==> config.mk <==
export PLATFORM = sky130hd
export DESIGN_NAME = hall_effect_sensing_ui
export DESIGN_NICKNAME = d
export VERILOG_FILES = /design/src/hall_pkg.sv /design/src/inverse_divider.sv /design/src/hall_effect_sensing_ui.sv
export SDC_FILE = /design/constraint.sdc
export NUM_CORES = 1
export LEC_CHECK = 0
export BUFFER_PORTS_ARGS = -buffer_cell sky130_fd_sc_hd__buf_2
export CAP_MARGIN = 5
export CORE_MARGIN = 1
export CORE_UTILIZATION = 45
export CTS_BUF_LIST = sky130_fd_sc_hd__clkbuf_4 sky130_fd_sc_hd__clkbuf_8 sky130_fd_sc_hd__clkbuf_16
export CTS_CLUSTER_DIAMETER = 120
export DETAILED_ROUTE_END_ITERATION = 6
export SLEW_MARGIN = 20
export SYNTH_ARGS = -nofsm -noshare
export SYNTH_HDL_FRONTEND = slang
export SYNTH_SLANG_ARGS = --single-unit
==> constraint.sdc <==
create_clock -name clk -period 10.6 [get_ports clk]
set_clock_uncertainty 0.05 [all_clocks]
set_input_delay 2.65 -clock clk [delete_from_list [all_inputs] [get_ports clk]]
set_output_delay 2.65 -clock clk [all_outputs]
set_load 0.05 [all_outputs]
==> src/hall_pkg.sv <==
`default_nettype none
package hall_pkg;

    // Register map
    localparam logic [7:0] ADDR_GLOBAL_EVENTS      = 8'h11;
    localparam logic [7:0] ADDR_FLAGS              = 8'h16;
    localparam logic [7:0] ADDR_AMP_LOW            = 8'h17;
    localparam logic [7:0] ADDR_AMP_HIGH           = 8'h18;
    localparam logic [7:0] ADDR_CHARGE_TUNING      = 8'h90;
    localparam logic [7:0] ADDR_TUNING_BASE_TARGET = 8'h91;
    localparam logic [7:0] ADDR_SWITCH_CFG         = 8'hA0;
    localparam logic [7:0] ADDR_PROX_THR           = 8'hA1;
    localparam logic [7:0] ADDR_TOUCH_THR          = 8'hA2;

    // Field positions
    localparam int EVT_HALL_BIT    = 2;
    localparam int FLAG_POL_BIT    = 0;
    localparam int FLAG_PROX_BIT   = 1;
    localparam int FLAG_TOUCH_BIT  = 2;
    localparam int CHARGE_DIV_LSB  = 0;
    localparam int CHARGE_DIV_W    = 4;
    localparam int TUNE_MODE_LSB   = 4;
    localparam int TUNE_MODE_W     = 2;
    localparam int TUNE_BASE_LSB   = 0;
    localparam int TUNE_TARGET_LSB = 4;
    localparam int TUNE_FIELD_W    = 4;
    localparam int SW_EN_BIT       = 0;
    localparam int SW_LIN_BIT      = 1;

    // Reset values
    localparam logic [7:0] RST_CHARGE_TUNING      = 8'h30;
    localparam logic [7:0] RST_TUNING_BASE_TARGET = 8'h82;
    localparam logic [7:0] RST_SWITCH_CFG         = 8'h01;
    localparam logic [7:0] RST_PROX_THR           = 8'h10;
    localparam logic [7:0] RST_TOUCH_THR          = 8'h40;

    // Amplitude and threshold scaling
    localparam int AMP_W      = 16;
    localparam int THR_SHIFT  = 4;
    typedef logic [AMP_W-1:0] amp_t;

    // Conversion pacing
    localparam int CLK_PERIOD_NS     = 8;
    localparam int CONV_BASE_NS      = 1000;
    localparam int CONV_BASE_CYCLES  = (CONV_BASE_NS + CLK_PERIOD_NS - 1) / CLK_PERIOD_NS;
    localparam int CONV_CNT_W        = 12;

    typedef enum logic [1:0] {
        ST_IDLE   = 2'b00,
        ST_DIVIDE = 2'b01,
        ST_UPDATE = 2'b10
    } proc_state_t;

endpackage
`default_nettype wire

==> src/inverse_divider.sv <==
`timescale 1ns/1ps
`default_nettype none
module inverse_divider #(
    parameter int NW = 32,
    parameter int DW = 16
) (
    // Clock and reset
    input  wire logic          clk,
    input  wire logic          rst_b,
    input  wire logic          ce,
    // Request
    input  wire logic          start,
    input  wire logic [NW-1:0] num,
    input  wire logic [DW-1:0] den,
    // Result
    output logic               busy,
    output logic               done,
    output logic [NW-1:0]      quo
);
    localparam int CW = $clog2(NW + 1);

    initial begin
        if (NW < 2 || DW < 2 || DW > NW) begin
            $error("inverse_divider: unsupported widths");
        end
    end

    logic [CW-1:0] cnt_q, cnt_d;
    logic [DW:0]   rem_q, rem_d;
    logic [DW-1:0] den_q, den_d;
    logic [NW-1:0] quo_q, quo_d;
    logic          busy_q, busy_d;
    logic          done_q, done_d;
    logic [DW:0]   rem_sh;

    // Restoring division, one quotient bit per cycle; zero divisor gives all ones
    always_comb begin
        cnt_d  = cnt_q;
        rem_d  = rem_q;
        den_d  = den_q;
        quo_d  = quo_q;
        busy_d = busy_q;
        done_d = 1'b0;
        rem_sh = {rem_q[DW-1:0], quo_q[NW-1]};
        if (start && !busy_q) begin
            cnt_d  = CW'(NW);
            rem_d  = '0;
            den_d  = den;
            quo_d  = num;
            busy_d = 1'b1;
        end else if (busy_q) begin
            if (rem_sh >= {1'b0, den_q}) begin
                rem_d = rem_sh - {1'b0, den_q};
                quo_d = {quo_q[NW-2:0], 1'b1};
            end else begin
                rem_d = rem_sh;
                quo_d = {quo_q[NW-2:0], 1'b0};
            end
            cnt_d = cnt_q - CW'(1);
            if (cnt_q == CW'(1)) begin
                busy_d = 1'b0;
                done_d = 1'b1;
            end
        end
    end

    always_ff @(posedge clk or negedge rst_b) begin
        if (!rst_b) begin
            cnt_q  <= '0;
            rem_q  <= '0;
            den_q  <= '0;
            quo_q  <= '0;
            busy_q <= 1'b0;
            done_q <= 1'b0;
        end else if (ce) begin
            cnt_q  <= cnt_d;
            rem_q  <= rem_d;
            den_q  <= den_d;
            quo_q  <= quo_d;
            busy_q <= busy_d;
            done_q <= done_d;
        end
    end

    assign busy = busy_q;
    assign done = done_q;
    assign quo  = quo_q;

endmodule
`default_nettype wire

==> src/hall_effect_sensing_ui.sv <==
`timescale 1ns/1ps
`default_nettype none
module hall_effect_sensing_ui #(
    parameter int          CH_W       = 16,
    parameter logic [31:0] LIN_NUMER  = 32'h0100_0000
) (
    // Clock and reset
    input  wire logic                 clk,
    input  wire logic                 rst_b,
    input  wire logic                 ce,
    // Magnetic channel results from the sensing engine
    input  wire logic [CH_W-1:0]      ch4_count,
    input  wire logic [CH_W-1:0]      ch5_count,
    input  wire logic                 meas_valid,
    // Register port behind the serial slave
    input  wire logic [7:0]           reg_addr,
    input  wire logic [7:0]           reg_wdata,
    input  wire logic                 reg_wr,
    input  wire logic                 reg_rd,
    output logic      [7:0]           reg_rdata,
    // Front end control
    output logic                      conv_start,
    output logic [hall_pkg::CHARGE_DIV_W-1:0] charge_div,
    output logic [hall_pkg::TUNE_MODE_W-1:0]  automatic_tuning_mode,
    output logic [hall_pkg::TUNE_FIELD_W-1:0] automatic_tuning_base,
    output logic [hall_pkg::TUNE_FIELD_W-1:0] automatic_tuning_target,
    // Detection outputs
    output logic                      magnetic_prox_out,
    output logic                      magnetic_touch_out,
    output logic                      magnetic_polarity,
    output logic                      magnetic_event
);
    initial begin
        if (CH_W < 2 || CH_W > hall_pkg::AMP_W) begin
            $error("hall_effect_sensing_ui: CH_W out of range");
        end
    end

    localparam int CW = hall_pkg::CONV_CNT_W;

    function automatic logic above_thr(input hall_pkg::amp_t amp, input logic [7:0] thr);
        above_thr = amp > (hall_pkg::amp_t'(thr) << hall_pkg::THR_SHIFT);
    endfunction

    logic [7:0]            cfg0_q, cfg0_d, cfg1_q, cfg1_d, swcfg_q, swcfg_d;
    logic [7:0]            pthr_q, pthr_d, tthr_q, tthr_d;
    logic [7:0]            rdata_q, rdata_d, amp_hi_sh_q, amp_hi_sh_d;
    logic [CW-1:0]         conv_cnt_q, conv_cnt_d, period_m1;
    logic                  conv_q, conv_d;
    hall_pkg::proc_state_t st_q, st_d;
    hall_pkg::amp_t        raw_q, raw_d, amp_q, amp_d, quo_sat;
    logic                  lin_q, lin_d, pol_q, pol_d;
    logic                  prox_q, prox_d, touch_q, touch_d, evt_q, evt_d;
    logic [CH_W:0]         diff;
    logic [CH_W-1:0]       mag;
    logic                  div_start, div_done, div_busy;
    logic [31:0]           div_quo;
    logic                  sw_en;

    // Positive channel minus negative channel removes common mode
    assign diff  = {1'b0, ch4_count} - {1'b0, ch5_count};
    assign mag   = diff[CH_W] ? CH_W'(-diff) : diff[CH_W-1:0];
    assign sw_en = swcfg_q[hall_pkg::SW_EN_BIT];
    assign period_m1 = CW'((32'(cfg0_q[hall_pkg::CHARGE_DIV_LSB +: hall_pkg::CHARGE_DIV_W]) + 32'd1)
                           * hall_pkg::CONV_BASE_CYCLES - 1);
    assign quo_sat = (div_quo[31:hall_pkg::AMP_W] != '0) ? '1 : div_quo[hall_pkg::AMP_W-1:0];

    inverse_divider #(
        .NW (32),
        .DW (hall_pkg::AMP_W)
    ) u_inv (
        .clk   (clk),
        .rst_b (rst_b),
        .ce    (ce),
        .start (div_start),
        .num   (LIN_NUMER),
        .den   (hall_pkg::amp_t'(mag)),
        .busy  (div_busy),
        .done  (div_done),
        .quo   (div_quo)
    );

    always_comb begin
        cfg0_d      = cfg0_q;
        cfg1_d      = cfg1_q;
        swcfg_d     = swcfg_q;
        pthr_d      = pthr_q;
        tthr_d      = tthr_q;
        rdata_d     = rdata_q;
        amp_hi_sh_d = amp_hi_sh_q;
        st_d        = st_q;
        raw_d       = raw_q;
        amp_d       = amp_q;
        lin_d       = lin_q;
        pol_d       = pol_q;
        div_start   = 1'b0;
        if (reg_wr) begin
            case (reg_addr)
                hall_pkg::ADDR_CHARGE_TUNING:      cfg0_d  = reg_wdata;
                hall_pkg::ADDR_TUNING_BASE_TARGET: cfg1_d  = reg_wdata;
                hall_pkg::ADDR_SWITCH_CFG:         swcfg_d = reg_wdata;
                hall_pkg::ADDR_PROX_THR:           pthr_d  = reg_wdata;
                hall_pkg::ADDR_TOUCH_THR:          tthr_d  = reg_wdata;
                default:                           cfg0_d  = cfg0_q;
            endcase
        end
        // Low byte read freezes the high byte so a two-read pair is coherent
        if (reg_rd) begin
            case (reg_addr)
                hall_pkg::ADDR_GLOBAL_EVENTS:      rdata_d = 8'(evt_q) << hall_pkg::EVT_HALL_BIT;
                hall_pkg::ADDR_FLAGS:              rdata_d = (8'(touch_q) << hall_pkg::FLAG_TOUCH_BIT)
                                                           | (8'(prox_q) << hall_pkg::FLAG_PROX_BIT)
                                                           | (8'(pol_q) << hall_pkg::FLAG_POL_BIT);
                hall_pkg::ADDR_AMP_LOW: begin
                    rdata_d     = amp_q[7:0];
                    amp_hi_sh_d = amp_q[15:8];
                end
                hall_pkg::ADDR_AMP_HIGH:           rdata_d = amp_hi_sh_q;
                hall_pkg::ADDR_CHARGE_TUNING:      rdata_d = cfg0_q;
                hall_pkg::ADDR_TUNING_BASE_TARGET: rdata_d = cfg1_q;
                hall_pkg::ADDR_SWITCH_CFG:         rdata_d = swcfg_q;
                hall_pkg::ADDR_PROX_THR:           rdata_d = pthr_q;
                hall_pkg::ADDR_TOUCH_THR:          rdata_d = tthr_q;
                default:                           rdata_d = 8'h00;
            endcase
        end
        // Only the two dedicated channels reach this path; samples during a divide are dropped
        case (st_q)
            hall_pkg::ST_IDLE: begin
                if (meas_valid && sw_en) begin
                    raw_d = hall_pkg::amp_t'(mag);
                    pol_d = diff[CH_W];
                    lin_d = swcfg_q[hall_pkg::SW_LIN_BIT];
                    if (swcfg_q[hall_pkg::SW_LIN_BIT]) begin
                        div_start = 1'b1;
                        st_d      = hall_pkg::ST_DIVIDE;
                    end else begin
                        st_d = hall_pkg::ST_UPDATE;
                    end
                end
            end
            hall_pkg::ST_DIVIDE: begin
                if (div_done) begin
                    st_d = hall_pkg::ST_UPDATE;
                end
            end
            hall_pkg::ST_UPDATE: begin
                amp_d = lin_q ? quo_sat : raw_q;
                st_d  = hall_pkg::ST_IDLE;
            end
            default: st_d = hall_pkg::ST_IDLE;
        endcase
    end

    // Flags follow the amplitude continuously; event toggles on each new detection
    always_comb begin
        prox_d  = sw_en && above_thr(amp_q, pthr_q);
        touch_d = sw_en && above_thr(amp_q, tthr_q);
        evt_d   = evt_q ^ ((prox_d && !prox_q) || (touch_d && !touch_q));
    end

    // Conversion pacing from the charge divider
    always_comb begin
        if (conv_cnt_q == '0) begin
            conv_cnt_d = period_m1;
            conv_d     = 1'b1;
        end else begin
            conv_cnt_d = conv_cnt_q - CW'(1);
            conv_d     = 1'b0;
        end
    end

    always_ff @(posedge clk or negedge rst_b) begin
        if (!rst_b) begin
            cfg0_q      <= hall_pkg::RST_CHARGE_TUNING;
            cfg1_q      <= hall_pkg::RST_TUNING_BASE_TARGET;
            swcfg_q     <= hall_pkg::RST_SWITCH_CFG;
            pthr_q      <= hall_pkg::RST_PROX_THR;
            tthr_q      <= hall_pkg::RST_TOUCH_THR;
            rdata_q     <= 8'h00;
            amp_hi_sh_q <= 8'h00;
            st_q        <= hall_pkg::ST_IDLE;
            raw_q       <= '0;
            amp_q       <= '0;
            lin_q       <= 1'b0;
            pol_q       <= 1'b0;
            prox_q      <= 1'b0;
            touch_q     <= 1'b0;
            evt_q       <= 1'b0;
            conv_cnt_q  <= '0;
            conv_q      <= 1'b0;
        end else if (ce) begin
            cfg0_q      <= cfg0_d;
            cfg1_q      <= cfg1_d;
            swcfg_q     <= swcfg_d;
            pthr_q      <= pthr_d;
            tthr_q      <= tthr_d;
            rdata_q     <= rdata_d;
            amp_hi_sh_q <= amp_hi_sh_d;
            st_q        <= st_d;
            raw_q       <= raw_d;
            amp_q       <= amp_d;
            lin_q       <= lin_d;
            pol_q       <= pol_d;
            prox_q      <= prox_d;
            touch_q     <= touch_d;
            evt_q       <= evt_d;
            conv_cnt_q  <= conv_cnt_d;
            conv_q      <= conv_d;
        end
    end

    assign reg_rdata               = rdata_q;
    assign conv_start              = conv_q && ce;
    assign charge_div              = cfg0_q[hall_pkg::CHARGE_DIV_LSB +: hall_pkg::CHARGE_DIV_W];
    assign automatic_tuning_mode   = cfg0_q[hall_pkg::TUNE_MODE_LSB +: hall_pkg::TUNE_MODE_W];
    assign automatic_tuning_base   = cfg1_q[hall_pkg::TUNE_BASE_LSB +: hall_pkg::TUNE_FIELD_W];
    assign automatic_tuning_target = cfg1_q[hall_pkg::TUNE_TARGET_LSB +: hall_pkg::TUNE_FIELD_W];
    assign magnetic_prox_out       = prox_q;
    assign magnetic_touch_out      = touch_q;
    assign magnetic_polarity       = pol_q;
    assign magnetic_event          = evt_q;

    // Helper: spacing between divider reloads
    logic [CW-1:0] gap_q, per_q;
    logic          seen_q, wrote_q;
    always_ff @(posedge clk or negedge rst_b) begin
        if (!rst_b) begin
            gap_q   <= '0;
            per_q   <= '0;
            seen_q  <= 1'b0;
            wrote_q <= 1'b0;
        end else if (ce) begin
            if (conv_cnt_q == '0) begin
                gap_q   <= CW'(1);
                per_q   <= period_m1 + CW'(1);
                seen_q  <= 1'b1;
                wrote_q <= reg_wr && reg_addr == hall_pkg::ADDR_CHARGE_TUNING;
            end else begin
                gap_q   <= gap_q + CW'(1);
                wrote_q <= wrote_q || (reg_wr && reg_addr == hall_pkg::ADDR_CHARGE_TUNING);
            end
        end
    end
endmodule
`default_nettype wire

# After elaboration in Yosys (flattened, before gate mapping)
# Index checks and enable logic that the tools add are counted.
[op_classes]
bitwise_logic = 3
order_cmp = 3
mux = 27
addsub = 7
n_eq_ne = 14
mul = 1
n_reduce_logical = 27
[op_table]
columns = ["operator", "count"]
rows = [
  ["$mux 16", 6],
  ["$pmux 8 s9", 1],
  ["$mux 32", 2],
  ["$eq 8x8->1 const B", 5],
  ["$eq 8x5->1 const B", 4],
  ["$gt 16x12->1", 2],
  ["$reduce_and 3->1", 8],
  ["$sub 12x1->12 const B", 2],
  ["$ge 17x16->1", 1],
  ["$sub 16x16->17", 1],
  ["$neg 16->16", 1],
  ["$reduce_bool 16->1", 1],
  ["$sub 16x16->16", 1],
  ["$logic_not 12->1", 1],
  ["$mul 5x7->12 const B", 1],
  ["$mux 12", 1],
  ["$mux 6", 2],
  ["$mux 1", 11],
  ["$reduce_and 2->1", 4],
  ["$logic_and 1x1->1", 7],
  ["$eq 6x1->1 const B", 1],
  ["$mux 2", 3],
  ["$sub 6x1->6 const B", 1],
  ["$add 4x1->5 const B", 1],
  ["12 further kinds", 14],
]
[word_totals]
input_bits = 54
reg_bits = 180
output_inout_bits = 27
elab_cells = 105

# Longest topological paths before layout
[logic_depth]
ltp_word = 6
ltp_mapped = 18

# By module
# A second synthesis with hierarchy kept.
[unflattened]
hier_cells = 1279
area_unflattened_um2 = 11945.2
[by_module_without_submodules]
columns = ["module", "area_each_um2", "n_inst", "seq_area_each_um2", "cells_per_inst"]
rows = [
  ["hall_effect_sensing_ui", 7671.1, 1, 2711.4, 815],
  ["inverse_divider", 4274.1, 1, 1801.7, 464],
]

# Worst setup path after synthesis
# Ideal clock, no wire load.
[synth_timing]
path_type = "input -> output"
start = "input port ce"
end = "output port conv_start"
path_slack_ps = 4004
stages = 4
path_buffers = 3
t_arrival_ps = 3896
path_cell_list = "clkbuf_1 clkbuf_1 clkbuf_1 and2_1"
[synth_between]
elab_chain_len = 1
[synth_lines]
columns = ["item", "line_no", "text"]
rows = [
  ["start, declared", "hall_effect_sensing_ui.sv:10", "input wire logic ce,"],
  ["$logic_and 1x1->1", "hall_effect_sensing_ui.sv:214", "assign conv_start = conv_q && ce;"],
  ["end, declared", "hall_effect_sensing_ui.sv:22", "output logic conv_start,"],
]
# No other way between the ends.

# Worst setup path in the final report
# Same ends and word-level chain as after synthesis.

==> parameters.txt <==
Parameter                              Value

Final layout
  Final-layout fill cell count    between 2000 and 2500
  Post-layout nets    about 1300
  Highest-count cells in the layout ignoring fill and taps    dfrtp_1, nand2_1, inv_1
  Antenna diode instance count    0
  Share of final-layout standard cells stronger than drive strength 1    16.3%
  Leading cell type in the layout, fill and taps excluded    dfrtp_1
  Area added between synthesis and finish    11.6%

Clocking
  Source-to-sink clock delay at the later pin of the worst-skew pair    roughly 0.44 ns
  Htree depth    4
  Number of gates resized after CTS    0
  CTS Hold Bufs    0
  CTS tree    done
  Number of buffers between clock root and the deepest sink    2
  Clock net sink count    180
  Root buffer cell    clkbuf_16
  Buffer count from post-CTS setup fixing    0
  Register clock-pin slew on the reported worst setup and hold paths    ~0.080 ns
  CTS buffer count    17

Yosys
  Number of enable flip-flop cells after synthesis    0
  Area leader, netlist    dfrtp_1
  Seq cells post-synth    180
  Unique cell type count in the Yosys netlist    about 80
  Fraction of synthesized cell area taken by the top area cell type    39.7%
  Total standard cell area after synthesis    ~11000 um^2
  Fraction of registers with async set/reset    between 90% and 100%
  Syn avg cell area    roughly 9.8 um^2
  Post-synth top flop    dfrtp_1
  Number of instances in the synthesized netlist    around 1100
  Number of warning messages in the yosys log    0
  Top cells by area in the synthesized netlist    dfrtp_1, ha_1, mux2_2
  Sequential-to-total area share from yosys stat    about two fifths
  Synth Net Count    approximately 1300

Floorplanning
  Core area    between 20000 and 25000 um^2
  Die Span Y    158 um
  Area of the die    ~25000 um^2
  Width of the chip    around 160 um
  Starting density of the core    between 40% and 50%
  Row count    56
  IO Count    81

Route
  Detailed-route wire length per cell    between 15 and 20 um
  1st-pass router iterations    5
  Wire length on met3    about 650 um
  DRC violation count after routing    0
  Number of nets still failing antenna checks after routing    0
  Vias per cell    between 5 and 6
  Total Routed Length    roughly 24 mm
  Detailed router's first-iteration violation count    approximately 440
  Top routing layer in use    met4
  Met2 wirelength from detailed routing    11.5 mm
  Routed metal-1 wire length    between 10 and 15 mm
  Vias after detailed routing    just over 8000

Outcome
  Run status    finished, final reports clean

Setup path
  Largest fanout on the critical path    47
  R2r worst-path depth    17
  Endpoint arrival time on the critical path    around 3.6 ns
  Worst setup SP type    input pin
  Worst-path cell chain    buf_2 > buf_4 > and2_1 > buf_2
  Buf+Inv Stages, Crit Path    3
  Slowest-stage cell, CP    buf_4
  Start of the worst register-to-register path    cfg0_q[0]$_DFFE_PN0P_
  Cell repeated most along the worst path    buf_2
  Number of gates on the worst path with buffers counted    4
  Timing startpoint of the critical path    ce
  CP delay by family, top    buffers and inverters
  Worst setup path class    in2out
  Critical Path End Type    output pin
  Worst path required time    between 7 and 8 ns
  Stage delay of the slowest cell on the critical path    ~0.37 ns

GRT
  Number of global-route vias before repair    a little over 8000
  Total GRT Usage    roughly a fifth
  Wire length of the first global-routing pass    40.9 mm
  Initial antenna violation count    0
  Maximum number of pins on one net before global-route repair    70
  Remaining global-route overflow    0

STA
  RSZ-0062 raised after global routing    false
  Max-slew violations    0
  Worst Max-Slew Pin Slew    just under 1 ns
  Timing-limited maximum frequency    159 MHz
  Crit share post-route    between 50 and 60%
  Worst slew slack as a fraction of its limit    roughly 34%
  Total count of hold-check failures in the final report    0
  Count of endpoints failing setup in the final report    0
  Final setup slack of the worst path    around 4.3 ns
  Shortest clock period the worst path allows after layout    between 6 and 7 ns
  Final total negative setup slack    0 ns

Placed design
  Weighted congestion reported at the end of routability-driven placement    0.837
  Detailed Place HPWL    ~18 mm
  Pre-CTS setup slack    about 4.3 ns
  Number of I/O port buffers    80

Hold path
  Cell depth of the worst min-delay path    1
  Classification of the worst-slack hold path    reg2reg
  Hold wc startpoint    reg_rdata[3]$_DFFE_PN0P_

Power and ir drop
  Largest voltage drop on the vdd net    about 0.095 mV
  Leakage    5.89 nW
  Pwr per Cell Area    around 210 nW/um^2
  Total Power    2.55 mW

Flow run
  Number of maximum-capacitance violations    0
[per-layer routing]
metal | vias to the layer above | global-route usage (%)
met2 | 138 | 34.9
li1 | 4094 | -
met5 | - | 0
met3 | 25 | 3.28
met4 | 0 | 6.01
met1 | 3973 | 28.2
[state kept, by name, indices dropped and copies added (netlist names), 2 cells and up]
name	cells
cfg0_q	8
reg_rdata	8
amp_hi_sh_q	8
u_inv.cnt_q	6
amp_q	16
conv_cnt_q	12
tthr_q	8
u_inv.den_q	16
swcfg_q	8
raw_q	16
u_inv.quo	32
pthr_q	8
cfg1_q	8
st_q	2
u_inv.rem_q	16
[worst register-to-register path, stage by stage (launching register included)]
cell	delay [ns]
dfrtp_1	0.56
ha_1	0.37
xnor2_1	0.42
inv_1	0.09
ha_1	0.36
xor2_1	0.38
fa_1	0.55
fa_1	0.57
inv_1	0.05
ha_1	0.33
a21oi_1	0.22
nor2b_1	0.07
o21ai_0	0.15
nand2b_1	0.10
a221oi_1	0.42
o21ai_0	0.20
xnor2_1	0.22
o21ai_0	0.10
[metrics by stage]
stage          instances  hold WS, ns  cell area, um^2  utilization (%)
3_5_place_dp        1473        0.416            11500             48.8
6_report            1505        0.429            12200             51.5
2_1_floorplan       1117        0.400            10900                -
4_1_cts             1505        0.434            12200             51.5
5_1_grt             1505        0.464            12200             51.5
3_3_place_gp        1473        0.411            11500             48.8
[kinds of logic (layout without fill, tap and decap cells)]
| group | after synthesis | in the layout | synth area share (%) |
|---|---|---|---|
| AO/OA/AOI/OAI | 315 | 315 | 19.6 |
| AND/OR/NAND/NOR | 270 | 270 | 11.9 |
| multiplexers | 67 | 67 | 6.66 |
| adder cells (fa/ha/maj) | 84 | 84 | 10.4 |
| XOR/XNOR | 59 | 59 | 4.74 |
| buffers and inverters | 142 | 211 | 5.26 |
| flip-flops | 180 | 180 | 41.4 |
[final timing paths]
check                                        endpoint  slack (ns)
setup / recovery                           conv_start        4.30
hold / removal               reg_rdata[3]$_DFFE_PN0P_        0.43
setup reg to reg           conv_cnt_q[11]$_DFFE_PN0P_        5.26
hold reg to reg              reg_rdata[3]$_DFFE_PN0P_        0.43
max in group asynchronous  u_inv.den_q[0]$_DFFE_PN0P_        7.17
min in group asynchronous       cfg1_q[5]$_DFFE_PN0P_        2.15
[synthesized netlist by cell type, types with 15 or more instances]
master and n:
dfrtp_1 173, nand2_1 117, inv_1 93, o21ai_0 89
ha_1 73, mux2_2 44, nor2_1 43, a21oi_1 41
a22o_1 35, xnor2_1 35, clkbuf_1 31, o22ai_1 27
xor2_1 24, mux2i_1 23, a21o_1 19, o21ai_1 19
nor3_1 18, nand3_1 17, o21a_1 15
[where the power goes]
group	switching [mW]	leakage (nW)	total, mW	internal (mW)
sequential	0.141	2.32	0.978	0.837
clock	0.306	0.305	0.668	0.363
combinational	0.497	3.26	0.908	0.411
total	0.944	5.89	2.55	1.61
[cell type report]
type	instances	area, um^2	share of cell area [%]
multi-input combinational	795	5820	47.9
sequential	180	4510	37.1
timing repair buffer	85	444	3.65
clock buffer	17	425	3.50
tap	319	399	3.28
inverter	94	353	2.90
clock inverter	15	205	1.69
Note: power is estimated with default switching activity, not from simulation.
